## src/design/ttu_regs.vh

```
// Register indices, field positions, reset values and timing counts of the timer unit
`ifndef TTU_REGS_VH
`define TTU_REGS_VH

// ********************************************************************
// Register indices (byte address on the bus is four times the index)
// ********************************************************************
`define TTU_T0_COUNT      8'h50
`define TTU_T0_COMPARE_A  8'h52
`define TTU_T0_COMPARE_B  8'h54
`define TTU_T0_CONTROL    8'h56
`define TTU_T1_COUNT      8'h58
`define TTU_T1_COMPARE_A  8'h5a
`define TTU_T1_COMPARE_B  8'h5c
`define TTU_T1_CONTROL    8'h5e
`define TTU_T2_COUNT      8'h60
`define TTU_T2_COMPARE_A  8'h62
`define TTU_T2_CONTROL    8'h66
// Distance between two timers and register offsets inside one timer
`define TTU_STRIDE        8'h08
`define TTU_OFS_COUNT     8'h00
`define TTU_OFS_CMPA      8'h02
`define TTU_OFS_CMPB      8'h04
`define TTU_OFS_CTL       8'h06

// ********************************************************************
// Control word field positions
// ********************************************************************
`define TTU_CTL_EN        15
`define TTU_CTL_INH       14
`define TTU_CTL_INT       13
`define TTU_CTL_RIU       12
`define TTU_CTL_MC        5
`define TTU_CTL_RTG       4
`define TTU_CTL_PRE       3
`define TTU_CTL_EXT       2
`define TTU_CTL_ALT       1
`define TTU_CTL_CONTINUOUS_RUN      0

// ********************************************************************
// Reset values and timing counts
// ********************************************************************
`define TTU_CNT_RST       16'h0000
`define TTU_CMP_RST       16'h0000
`define TTU_SVC_LAST      2'h3
`define TTU_BUS_WAITS     1

`endif

```

## src/design/ttu_top.v

```verilog
// Three 16-bit timers with a classic Wishbone register slave
// Function
// - 16-bit count, incremented, always readable/writable
// - Match returns count to zero same clock
// - Single compare: output low one clock
// - Dual compare: output high A, low B
// - Timer serviced every fourth clock
// - Output responds within six clocks
// - Register access adds one wait state
// - Alternate compare switches A and B
// - Continuous run or halt at max
// - External clock counts synchronised rising edges
// - Prescale selects quarter clock or timer 2
// - Retrigger zero: pin level gates counting
// - Retrigger one: rising edge clears count
// - Disabled timer ignores pins; auto-clear enable
// - Enable written only with mask bit
// - Interrupt request on every terminal count
// - Max count status set every match
// - Compare-in-use readonly, cleared without alternate
// - Timer 2 has reduced hardwired features
// - Count write takes effect immediately
// - Reset only on exact equality, wraps
// - Reset clears enables, selects register A
//
// The Wishbone interface to the registers was left to the implementer.
`timescale 1ns/1ns
`include "ttu_regs.vh"
module ttu_top #(
  parameter NTIMER = 3                // Number of timers, the last one is pinless
) (
  input  wire        clk_i,           // Processor clock, 125 MHz
  input  wire        rst_i,           // Synchronous reset, active high
  input  wire        cyc_i,           // Wishbone cycle
  input  wire        stb_i,           // Wishbone strobe
  input  wire        we_i,            // Wishbone write enable
  input  wire [9:0]  adr_i,           // Wishbone byte address
  input  wire [3:0]  sel_i,           // Wishbone byte selects
  input  wire [31:0] dat_i,           // Wishbone write data
  output wire [31:0] dat_o,           // Wishbone read data
  output wire        ack_o,           // Wishbone acknowledge
  input  wire [1:0]  tin_i,           // Timer 0/1 input pins
  output wire [1:0]  tout_o,          // Timer 0/1 output pins
  output wire [2:0]  irq_o            // Terminal count requests, one-cycle pulses
);

  // ********************************************************************
  // Declarations
  // ********************************************************************
  reg  [1:0]            phase_reg;    // Service phase
  reg                   wait_reg;     // Inserted wait state done
  reg                   ack_reg;
  reg  [31:0]           dat_reg;
  reg  [15:0]           rd_data;      // Combined read word
  wire [NTIMER-1:0]     rd_hit;
  wire [NTIMER*16-1:0]  rd_word;
  wire [NTIMER-1:0]     tc_w;         // Terminal count of each timer
  wire [NTIMER-1:0]     irq_w;
  wire [7:0]            idx;          // Register index
  wire                  svc_tick;
  wire                  wr_go;
  wire                  t2_tc;
  integer               k;

  // Byte-lane merge of a write into a 16-bit register
  function [15:0] ttu_merge;
    input [15:0] old_v;
    input [31:0] new_v;
    input [3:0]  sel_v;
    begin
      ttu_merge = {(sel_v[1] ? new_v[15:8] : old_v[15:8]),
                   (sel_v[0] ? new_v[7:0]  : old_v[7:0])};
    end
  endfunction

  // ********************************************************************
  // Service phase
  // ********************************************************************

  // All timers share one free-running phase, so every timer is
  // serviced in the same slot and the timer 2 prescale event lines
  // up with the slot in which the other timers sample it.
  // quarter rate: one service slot in four clocks
  always @(posedge clk_i) begin
    if (rst_i) begin
      phase_reg <= 2'h0;
    end else begin
      phase_reg <= phase_reg + 2'h1;
    end
  end

  assign svc_tick = (phase_reg == `TTU_SVC_LAST);
  assign t2_tc    = tc_w[NTIMER-1];

  // ********************************************************************
  // Wishbone slave
  // ********************************************************************
  // A request is seen at the first edge and the wait state passes.
  // Ack rises at the second edge and stands for one cycle. The master
  // samples ack at the third edge, where a write lands; read data was
  // already captured one edge earlier. Ack then drops whatever the
  // master does, so a held request cannot be answered twice in a row.
  assign idx   = adr_i[9:2];
  // Writes land on the edge where the master samples ack
  assign wr_go = cyc_i & stb_i & we_i & ack_reg;

  // Read data from whichever timer claims the index
  // An unmapped index claims nothing and reads as zero
  always @* begin
    rd_data = 16'h0000;
    for (k = 0; k < NTIMER; k = k + 1) begin
      if (rd_hit[k]) begin
        rd_data = rd_data | rd_word[k*16 +: 16];
      end
    end
  end

  // one wait: ack in the third cycle of the request
  always @(posedge clk_i) begin
    if (rst_i) begin
      wait_reg <= 1'b0;
      ack_reg  <= 1'b0;
      dat_reg  <= 32'h00000000;
    end else if (ack_reg) begin
      wait_reg <= 1'b0;
      ack_reg  <= 1'b0;
    end else if (cyc_i && stb_i) begin
      if (!wait_reg) begin
        wait_reg <= 1'b1;
      end else begin
        ack_reg <= 1'b1;
        dat_reg <= {16'h0000, rd_data};
      end
    end else begin
      wait_reg <= 1'b0;
    end
  end

  assign ack_o = ack_reg;
  assign dat_o = dat_reg;
  assign irq_o = irq_w;

  // ********************************************************************
  // Timer channels
  // ********************************************************************
  genvar i;
  generate
    for (i = 0; i < NTIMER; i = i + 1) begin : g_tmr
      // reduced timer: last timer has no pins, no register B
      localparam HAS_PIN = (i < NTIMER - 1);
      localparam integer BASE_I = `TTU_T0_COUNT + i * `TTU_STRIDE;
      localparam [7:0] BASE = BASE_I[7:0];

      reg  [15:0] cnt_reg;
      reg  [15:0] cmpa_reg;
      reg  [15:0] cmpb_reg;
      reg         en_reg;
      reg         int_reg;
      reg         mc_reg;
      reg         riu_reg;
      reg         alt_reg;
      reg         continuous_run_reg;
      reg         ext_reg;
      reg         pre_reg;
      reg         rtg_reg;
      reg         pend_reg;           // Latched external or prescale event
      reg         start_reg;          // Retrigger mode started
      reg         irq_reg;
      wire        pin_lvl;
      wire        pin_rise;
      wire        sel_cnt;
      wire        sel_cmpa;
      wire        sel_cmpb;
      wire        sel_ctl;
      wire [15:0] ctl_word;
      wire [15:0] ctl_wr;
      wire [15:0] cmp_act;
      wire [15:0] cnt_inc;
      wire        pend_set;
      wire        evt_raw;
      wire        gate_ok;
      wire        retrig;
      wire        inc;
      wire        tc;
      wire        stop;

      if (HAS_PIN) begin : g_pin
        ttu_sync u_sync (
          .clk_i   (clk_i),
          .rst_i   (rst_i),
          .pin_i   (tin_i[i]),
          .level_o (pin_lvl),
          .rise_o  (pin_rise)
        );
        // Output pin sits two flops behind the terminal count, which
        // places the single-compare pulse in the second cycle after it.
        // pulse output: and level output, short pipeline
        ttu_outpin u_out (
          .clk_i  (clk_i),
          .rst_i  (rst_i),
          .tc_i   (tc),
          .alt_i  (alt_reg),
          .riu_i  (riu_reg),
          .tout_o (tout_o[i])
        );
      end else begin : g_nopin
        // Pinless timer: level reads high so its gate is always open,
        // and no edge ever arrives to retrigger or clock it
        assign pin_lvl  = 1'b1;
        assign pin_rise = 1'b0;
      end

      // Address decode of this timer's registers
      // The pinless timer has no register B; its slot stays unmapped
      assign sel_cnt  = (idx == BASE + `TTU_OFS_COUNT);
      assign sel_cmpa = (idx == BASE + `TTU_OFS_CMPA);
      assign sel_cmpb = HAS_PIN && (idx == BASE + `TTU_OFS_CMPB);
      assign sel_ctl  = (idx == BASE + `TTU_OFS_CTL);

      assign ctl_word = {en_reg, 1'b0, int_reg, riu_reg, 6'h00,
                         mc_reg, rtg_reg, pre_reg, ext_reg, alt_reg, continuous_run_reg};
      assign ctl_wr   = ttu_merge(ctl_word, dat_i, sel_i);

      assign rd_hit[i] = sel_cnt | sel_cmpa | sel_cmpb | sel_ctl;
      assign rd_word[i*16 +: 16] = sel_cnt  ? cnt_reg  :
                                   sel_cmpa ? cmpa_reg :
                                   sel_cmpb ? cmpb_reg : ctl_word;

      // active compare: B only while in use
      assign cmp_act = riu_reg ? cmpb_reg : cmpa_reg;
      assign cnt_inc = cnt_reg + 16'h0001;

      // prescale source: timer 2 events, external edges
      // disabled ignores pins: nothing latched while disabled
      assign pend_set = en_reg & (ext_reg ? pin_rise : (pre_reg & t2_tc));
      // quarter rate: events only in the service slot
      assign evt_raw  = svc_tick & ((ext_reg | pre_reg) ? pend_reg : 1'b1);
      // External clocking ignores the pin level; gating is internal only
      // level gate: and start on first edge
      assign gate_ok  = ext_reg ? 1'b1 : (rtg_reg ? start_reg : pin_lvl);
      // retrigger edge: clears count next clock
      assign retrig   = en_reg & ~ext_reg & rtg_reg & pin_rise;
      assign inc      = en_reg & evt_raw & gate_ok & ~retrig;
      // match to zero: compare value never stored
      // exact equality: no greater-than test, count wraps
      assign tc       = inc & (cnt_inc == cmp_act);
      // halt rule: dual mode halts after B
      assign stop     = tc & ~continuous_run_reg & (~alt_reg | riu_reg);

      assign tc_w[i]  = tc;
      assign irq_w[i] = irq_reg;

      // Count register
      // Priority: software write, then clear on match or retrigger,
      // then increment. A write in the slot of a match therefore wins
      // over the clear, though the match still sets its status and request; software owns the count.
      always @(posedge clk_i) begin
        if (rst_i) begin
          cnt_reg <= `TTU_CNT_RST;
        end else if (wr_go && sel_cnt) begin
          // immediate write: overrides the running count
          cnt_reg <= ttu_merge(cnt_reg, dat_i, sel_i);
        end else if (retrig || tc) begin
          cnt_reg <= 16'h0000;
        end else if (inc) begin
          // count up: one per qualified event
          cnt_reg <= cnt_inc;
        end
      end

      // Compare registers
      // A compare value of zero lets the count run the full 16-bit
      // range, since the match is taken on the wrapped next value
      always @(posedge clk_i) begin
        if (rst_i) begin
          cmpa_reg <= `TTU_CMP_RST;
          cmpb_reg <= `TTU_CMP_RST;
        end else begin
          if (wr_go && sel_cmpa) begin
            cmpa_reg <= ttu_merge(cmpa_reg, dat_i, sel_i);
          end
          if (wr_go && sel_cmpb) begin
            cmpb_reg <= ttu_merge(cmpb_reg, dat_i, sel_i);
          end
        end
      end

      // Control fields, status and event latches
      always @(posedge clk_i) begin
        if (rst_i) begin
          // reset state: disabled, register A selected
          en_reg    <= 1'b0;
          int_reg   <= 1'b0;
          mc_reg    <= 1'b0;
          riu_reg   <= 1'b0;
          alt_reg   <= 1'b0;
          continuous_run_reg  <= 1'b0;
          ext_reg   <= 1'b0;
          pre_reg   <= 1'b0;
          rtg_reg   <= 1'b0;
          pend_reg  <= 1'b0;
          start_reg <= 1'b0;
          irq_reg   <= 1'b0;
        end else begin
          // An event that lands outside the slot waits here until the
          // next slot; the latch drops while the timer is disabled so a
          // stale event cannot count after the next enable.
          // spacing: one latch suffices for edges four clocks apart
          pend_reg  <= pend_set | (pend_reg & ~svc_tick & en_reg);
          // start flag: set by the first edge
          start_reg <= en_reg & (start_reg | retrig);
          // interrupt request: one pulse per terminal count
          irq_reg   <= tc & int_reg;
          // max count: hardware set wins over software write
          mc_reg    <= tc | ((wr_go && sel_ctl) ? ctl_wr[`TTU_CTL_MC] : mc_reg);
          // compare in use: toggles on match, cleared without alternate
          if (!alt_reg) begin
            riu_reg <= 1'b0;
          end else if (tc) begin
            riu_reg <= ~riu_reg;
          end
          // A masked write in the same cycle as the final match wins, so
          // software can restart a timer that is just halting.
          // masked enable: written only with mask set
          if (wr_go && sel_ctl && sel_i[1] && dat_i[`TTU_CTL_INH]) begin
            en_reg <= ctl_wr[`TTU_CTL_EN];
          end else if (stop) begin
            // auto clear: enable drops at final count
            en_reg <= 1'b0;
          end
          if (wr_go && sel_ctl) begin
            int_reg  <= ctl_wr[`TTU_CTL_INT];
            continuous_run_reg <= ctl_wr[`TTU_CTL_CONTINUOUS_RUN];
            // hardwired zero: mode bits fixed on the pinless timer
            alt_reg  <= HAS_PIN ? ctl_wr[`TTU_CTL_ALT] : 1'b0;
            ext_reg  <= HAS_PIN ? ctl_wr[`TTU_CTL_EXT] : 1'b0;
            pre_reg  <= HAS_PIN ? ctl_wr[`TTU_CTL_PRE] : 1'b0;
            rtg_reg  <= HAS_PIN ? ctl_wr[`TTU_CTL_RTG] : 1'b0;
          end
        end
      end
    end
  endgenerate

endmodule // ttu_top

```

## src/design/ttu_sync.v

```verilog
// Two-flop synchroniser for a timer input pin with rising-edge detect
`timescale 1ns/1ns
module ttu_sync (
  input  wire clk_i,    // Processor clock
  input  wire rst_i,    // Synchronous reset, active high
  input  wire pin_i,    // Asynchronous pin
  output wire level_o,  // Synchronised level
  output wire rise_o    // One-cycle pulse on low-to-high
);

  reg meta_reg;
  reg sync_reg;
  reg last_reg;

  // Synchroniser chain; only sync_reg reads meta_reg
  always @(posedge clk_i) begin
    if (rst_i) begin
      meta_reg <= 1'b0;
      sync_reg <= 1'b0;
      last_reg <= 1'b0;
    end else begin
      meta_reg <= pin_i;
      sync_reg <= meta_reg;
      last_reg <= sync_reg;
    end
  end

  assign level_o = sync_reg;
  assign rise_o  = sync_reg & ~last_reg;

endmodule // ttu_sync

```

## src/design/ttu_outpin.v

```verilog
// Timer output pin driver: delayed low pulse or compare-in-use level
`timescale 1ns/1ns
module ttu_outpin (
  input  wire clk_i,        // Processor clock
  input  wire rst_i,        // Synchronous reset, active high
  input  wire tc_i,         // Terminal count pulse
  input  wire alt_i,        // Alternate compare mode
  input  wire riu_i,        // Compare in use, 1 means B
  output wire tout_o        // Timer output pin
);

  reg tc_d1_reg;
  reg out_reg;

  // Pulse sits low in the second cycle after the terminal count
  always @(posedge clk_i) begin
    if (rst_i) begin
      tc_d1_reg <= 1'b0;
      out_reg   <= 1'b1;
    end else begin
      tc_d1_reg <= tc_i;
      out_reg   <= alt_i ? ~riu_i : ~tc_d1_reg;
    end
  end

  assign tout_o = out_reg;

endmodule // ttu_outpin

```

## config.mk

```make
export PLATFORM = sky130hd
export DESIGN_NAME = ttu_top
export DESIGN_NICKNAME = d
export VERILOG_FILES = /design/src/design/ttu_top.v /design/src/design/ttu_sync.v /design/src/design/ttu_outpin.v
export VERILOG_INCLUDE_DIRS = /design/src /design/src/design
export SDC_FILE = /design/constraint.sdc
export NUM_CORES = 1
export LEC_CHECK = 0
export BUFFER_PORTS_ARGS = -buffer_cell sky130_fd_sc_hd__buf_4
export CORE_MARGIN = 3
export CORE_UTILIZATION = 45
export CTS_CLUSTER_DIAMETER = 40
export DETAILED_ROUTE_END_ITERATION = 7
export GPL_ROUTABILITY_DRIVEN = 0
export PLACE_DENSITY = 0.65
export SLEW_MARGIN = 40
export SYNTH_ARGS = -nofsm -noshare
export SYNTH_HDL_FRONTEND = slang
export SYNTH_SLANG_ARGS = --single-unit
```

## constraint.sdc

```tcl
create_clock -name clk_i -period 2.8 [get_ports clk_i]
set_input_delay 0.56 -clock clk_i [delete_from_list [all_inputs] [get_ports clk_i]]
set_output_delay 0.56 -clock clk_i [all_outputs]
set_load 0.05 [all_outputs]
```

==> flow_metrics.env, run 1 <==
export IMPL_clock_path_buffers=2
export IMPL_outcome="completed"
export IMPL_fin_area_um2=13500
export IMPL_synth_distinct_cells=83
export IMPL_synth_cells=1443
export IMPL_synth_commonest_cells="187 x dfxtp_1, 132 x nand2_1, 127 x mux2i_1"
export IMPL_power_density_nw_per_um2=409
export IMPL_antenna_found_initial=0
export IMPL_hold_viol_final=0
export IMPL_areaGrowthSynthToFinish_pct=16.0
export IMPL_fin_crit_sh_pct=96.9
export IMPL_synth_flop_cell="dfxtp_1"
export IMPL_cts_tree="built"
export IMPL_wire_per_inst_um=21.7
export IMPL_synth_top_area_share_pct=32.2
export IMPL_async_flop_share_pct=0
export IMPL_worst_skew_pair_late_latency_ps=440
export IMPL_drv_cap=0
export IMPL_n_antenna_cell=0
export IMPL_initial_core_util_pct=46.0
export IMPL_holdBufCountCts=0
export IMPL_setup_slack_ps=87.9
export IMPL_tightest_slew_ps=734
export IMPL_root_buffer="clkbuf_16"
export IMPL_grt_usage_pct=28.0
export IMPL_setup_viol=0
export IMPL_clk_pin_slew_ps=80
export IMPL_finClkSkew_ps=13.2
export IMPL_drive_gt1_share_pct=17.7
export IMPL_period_needed_ps=2710
export IMPL_die_y_um=167
export IMPL_yosysWarnings=0
export IMPL_numCtsBuffers=17
export IMPL_yosysSeqAreaShare_pct=32.2
export IMPL_multi_input_area_um2=7170
export IMPL_power_leakage_nw=4.90
export IMPL_synth_top_cell_by_area="dfxtp_1"
export IMPL_worstSetupStartpointType="flip-flop"
export IMPL_slew_violations=0
export IMPL_grt_pass1_vias=10644
export IMPL_clock_sinks=187
export IMPL_rsz0062_at_grt="yes"
export IMPL_drt_first_pass_iters=7
export IMPL_crit_required_ps=3100
export IMPL_grt_pass1_wl_um=61900
export IMPL_io_buffers=54
export IMPL_critical_path_arrival_ps=3020
export IMPL_totalNegativeSetupSlack_ps=0
export IMPL_postRouteAntennaNets=0
export IMPL_synth_area_leaders="dfxtp_1 32%, mux2i_1 11%, a21oi_1 4.7%"
export IMPL_max_freq_mhz=369
export IMPL_ys_seq_elements=187
export IMPL_whs_ps=328
export IMPL_vias_per_cell=6.23
export IMPL_grt_overflow=0
export IMPL_grt_max_degree=105
export IMPL_crit_fanout=8
export IMPL_drc=0
export IMPL_dieArea_um2=27800
export IMPL_rrSetupSlack_ps=90
export IMPL_synthesis_area_um2=11600
export IMPL_rows=58
export IMPL_yosysMostFrequentCell="dfxtp_1"
export IMPL_slew_headroom_pct=51.0
export IMPL_cts_max_level=4
export IMPL_dpl_hpwl_um=29400
export IMPL_io_pins=91
export IMPL_wl_um=40400
export IMPL_dp_slack_ps=-76.3
export IMPL_route_vias_total=11567
export IMPL_finalNetCount=1572
export IMPL_worstHoldPathType="in2reg"
export IMPL_die_x_um=167
export IMPL_seq_area_um2=3750
export IMPL_endpoint_kind="flip-flop"
export IMPL_crit_type="reg2reg"
export IMPL_fillerInstances=2411
export IMPL_placed_cell_area_um2=12800
export IMPL_drtIter0Drc=1659
export IMPL_synth_edff_count=0
export IMPL_max_vdd_ir_drop_mv=0.352
export IMPL_coreArea_um2=25300
export IMPL_syn_avg_cell_area_um2=8.06
stage by stage:
stage,power [mW],utilization (%),cells
global route,5.66,53.4,1858
finish,5.52,53.4,1858
global placement,3.07,50.8,1825
floorplan,2.95,-,1458
detailed placement,3.07,50.8,1825
CTS,5.54,53.2,1857
placed cells by master, fill, tap and decap left out, types with 24 or more instances in the layout:
cell	instances
a21oi_1	109
a22oi_1	24
and3_1	31
buf_4	179
dfxtp_1	186
inv_1	26
mux2i_1	127
nand2_1	131
nand3_1	83
nor2_1	114
o21ai_0	65
xnor2_1	44
per-layer routing:
metal | vias to the layer above | wire length, um | GRT usage, %
met3 | 112 | 3790 | 4.39
met4 | 0 | 2230 | 14.6
met5 | - | 0 | 0
li1 | 5355 | - | -
met1 | 5536 | 16700 | 38.3
met2 | 564 | 17700 | 42.8
cell families after synthesis:
group | synth area share, %
simple gates | 23.5
compound gates | 19.3
flops | 32.2
buf+inv | 7.04
mux | 12.6
xor+xnor | 4.96
fa+ha+maj | 0.430
other cells | 0.0322
path summary, 6_finish.rpt:
check	from	endpoint	cells after the start
max reg2reg	g_tmr[2].cnt_reg[0]	g_tmr[2].en_reg	10
min reg2reg	phase_reg[0]	phase_reg[0]	1
min	tin_i[1]	g_tmr[1].g_pin.u_sync.meta_reg	2
max	g_tmr[2].cnt_reg[0]	g_tmr[2].en_reg	10
critical path, stage by stage, from the launching register on:
cell       delay [ps]
dfxtp_1           320
ha_1              310
xor2_1            160
a2111oi_0         370
o211ai_1          180
nor4b_2           320
buf_4             170
nand4bb_4         160
or2_4             360
o211ai_2          140
a21oi_1            80
cell type report:
type / instances / area share, %
Clock buffer: 17 / 3.15
Clock inverter: 15 / 1.28
Timing Repair Buffer: 185 / 10.9
Sequential cell: 187 / 27.8
Multi-Input combinational cell: 1098 / 53.2
Inverter: 26 / 0.723
Tap cell: 330 / 3.06
power by group:
part	switching, mW	leakage [nW]	total (mW)	internal [mW]
Sequential	0.00703	1.51	2.67	2.67
Clock	1.22	0.292	2.50	1.28
Combinational	0.264	3.10	0.344	0.0796
Total	1.49	4.90	5.52	4.03
what timing repair did:
action / 4_1_cts / 5_1_grt
buffers inserted: 0 / 1
endpoints found under the setup margin: 1 / 38
pin swaps: 0 / 2
gates resized for setup: 1 / 10
(Power assumes the default switching activity.)
==> run 2: changes to the inputs <==
Settings changed: CORE_MARGIN 3 to default, PLACE_DENSITY 0.65 to default.
Clock period 2.8 ns to 3.45 ns, I/O delays scaled along.
==> run 2 against run 1 <==
The run now ends with DRC left. Via count is 3.2% lower. Non-clock buffer count is 66 lower. Clock-buffer cell count stayed put. Global-route usage is 2.6 points higher. Setup slack better by 140 ps. Largest cell class unchanged.
==> flow_metrics.env, run 2 (same netlist as run 1, synthesis figures left out) <==
export IMPL_areaGrowthSynthToFinish_pct=11.1
export IMPL_n_antenna_cell=0
export IMPL_dieArea_um2=26500
export IMPL_period_needed_ps=3220
export IMPL_grt_overflow=0
export IMPL_cp_slowest_stage_delay_ps=470
export IMPL_cpLargestDelayFamily="simple AND/OR/NAND/NOR gates"
export IMPL_die_y_um=163
export IMPL_holdBufCountCts=0
export IMPL_wl_um=40200
export IMPL_whs_ps=434
export IMPL_grt_max_degree=103
export IMPL_io_buffers=54
export IMPL_fin_crit_sh_pct=93.4
export IMPL_cts_setup_buffers=0
export IMPL_crit_required_ps=3760
export IMPL_dp_cells=1760
export IMPL_power_density_nw_per_um2=351
export IMPL_cts_tree="built"
export IMPL_dp_slack_ps=302
export IMPL_multi_input_area_um2=7120
export IMPL_postRouteAntennaNets=0
export IMPL_slew_violations=0
export IMPL_drc=14
export IMPL_wire_per_inst_um=22.4
export IMPL_slew_headroom_pct=47.1
export IMPL_coreArea_um2=25300
export IMPL_io_pins=91
export IMPL_power_leakage_nw=4.52
export IMPL_violations="DRC"
export IMPL_worstSetupStartpointType="flip-flop"
export IMPL_vias_per_cell=6.25
export IMPL_clk_pin_slew_ps=80
export IMPL_dpl_hpwl_um=28500
export IMPL_cts_max_level=4
export IMPL_tightest_slew_ps=794
export IMPL_rsz0062_at_grt="no"
export IMPL_final_common_cell="dfxtp_1"
export IMPL_fillerInstances=2452
export IMPL_seq_area_um2=3740
export IMPL_met2_usage_pct=47.3
export IMPL_route_vias_total=11197
export IMPL_crit_type="reg2reg"
export IMPL_grt_pass1_vias=10235
export IMPL_rows=58
export IMPL_final_cells=1792
export IMPL_clock_sinks=187
export IMPL_drive_gt1_share_pct=13.3
export IMPL_path_cells="ha_1, and4_1, a21oi_1, nor4b_1, nor4b_1, buf_4, nand4bb_4, or2_1, o211ai_2, a21oi_1"
export IMPL_finalNetCount=1506
export IMPL_drtIter0Drc=1295
export IMPL_crit_fanout=8
export IMPL_gr_usage_met1_pct=40.5
export IMPL_clock_path_buffers=2
export IMPL_setup_slack_ps=228
export IMPL_grt_pass1_wl_um=61200
export IMPL_drv_cap=0
export IMPL_critical_path_arrival_ps=3540
export IMPL_grt_busiest_layer="met2"
export IMPL_mostFrequentLayoutCells="187 x dfxtp_1, 132 x nand2_1, 127 x mux2i_1"
export IMPL_numCtsBuffers=17
export IMPL_cp_slowest_cell="dfxtp_1"
export IMPL_worstHoldPathType="reg2reg"
export IMPL_setup_viol=0
export IMPL_drt_first_pass_iters=8
export IMPL_totalNegativeSetupSlack_ps=0
export IMPL_max_freq_mhz=310
export IMPL_grt_usage_pct=30.7
export IMPL_root_buffer="clkbuf_16"
export IMPL_outcome="complete, but fails checks"
export IMPL_max_vdd_ir_drop_mv=0.248
export IMPL_hold_viol_final=0
export IMPL_die_x_um=163
export IMPL_worst_skew_pair_late_latency_ps=450
export IMPL_initial_core_util_pct=46.0
export IMPL_antenna_found_initial=1
export IMPL_endpoint_kind="flip-flop"
export IMPL_post_cts_resized=0
export IMPL_critPathBufInv=1
export IMPL_finClkSkew_ps=14.0
export IMPL_use_met3_pct=7.31
[run 2: cell count changes in the layout (fill, tap and decap cells not counted), sizes merged]
cell      change
buf          -66
clkinv        +5
inv           -3
bufinv        -1
clkinvlp      -1
[run 2: area by class of cell]
type / count / share of cell area (%)
Clock buffer: 17 / 3.29
Multi-Input combinational cell: 1098 / 55.1
Clock inverter: 15 / 1.62
Sequential cell: 187 / 29.0
Tap cell: 330 / 3.20
Inverter: 26 / 0.756
Timing Repair Buffer: 119 / 7.01
[run 2: final timing paths]
path                                          start               to  slack (ps)  depth (start not counted)
worst max-delay path            g_tmr[2].cnt_reg[1]  g_tmr[2].en_reg         230                         10
worst max register to register  g_tmr[2].cnt_reg[1]  g_tmr[2].en_reg         230                         10
worst min-delay path                   phase_reg[0]     phase_reg[0]         430                          1
worst min register to register         phase_reg[0]     phase_reg[0]         430                          1
[run 2: per-layer routing]
layer	vias to the layer above	part of all wire, %
met5	-	0
met4	0	4.0
met3	91	9.1
met2	519	45
met1	5352	42
li1	5235	-
[run 2: worst reg2reg max path, delay by kind of cell (launching register included)]
kind | cells | cell delay (ps)
AO/OA/AOI/OAI | 3 | 410
flip-flops | 1 | 470
AND/OR/NAND/NOR | 5 | 1640
buffers and inverters | 1 | 180
adder cells (fa/ha/maj) | 1 | 380
[run 2: power breakdown]
part / total (mW) / internal, mW / switching, mW / leakage, nW
clock: 2.08 / 1.00 / 1.08 / 0.305
combinational: 0.279 / 0.0617 / 0.217 / 2.71
sequential: 2.17 / 2.17 / 0.00505 / 1.51
total: 4.53 / 3.23 / 1.30 / 4.52
[run 2: per-stage QoR]
stage / util (%) / total power [mW] / instance area, um^2
3_5_place_dp: 48.6 / 2.49 / 12300
3_3_place_gp: 48.6 / 2.49 / 12300
6_report: 51.1 / 4.53 / 12900
5_1_grt: 51.1 / 4.66 / 12900
2_1_floorplan: - / 2.39 / 11700
4_1_cts: 51.1 / 4.56 / 12900
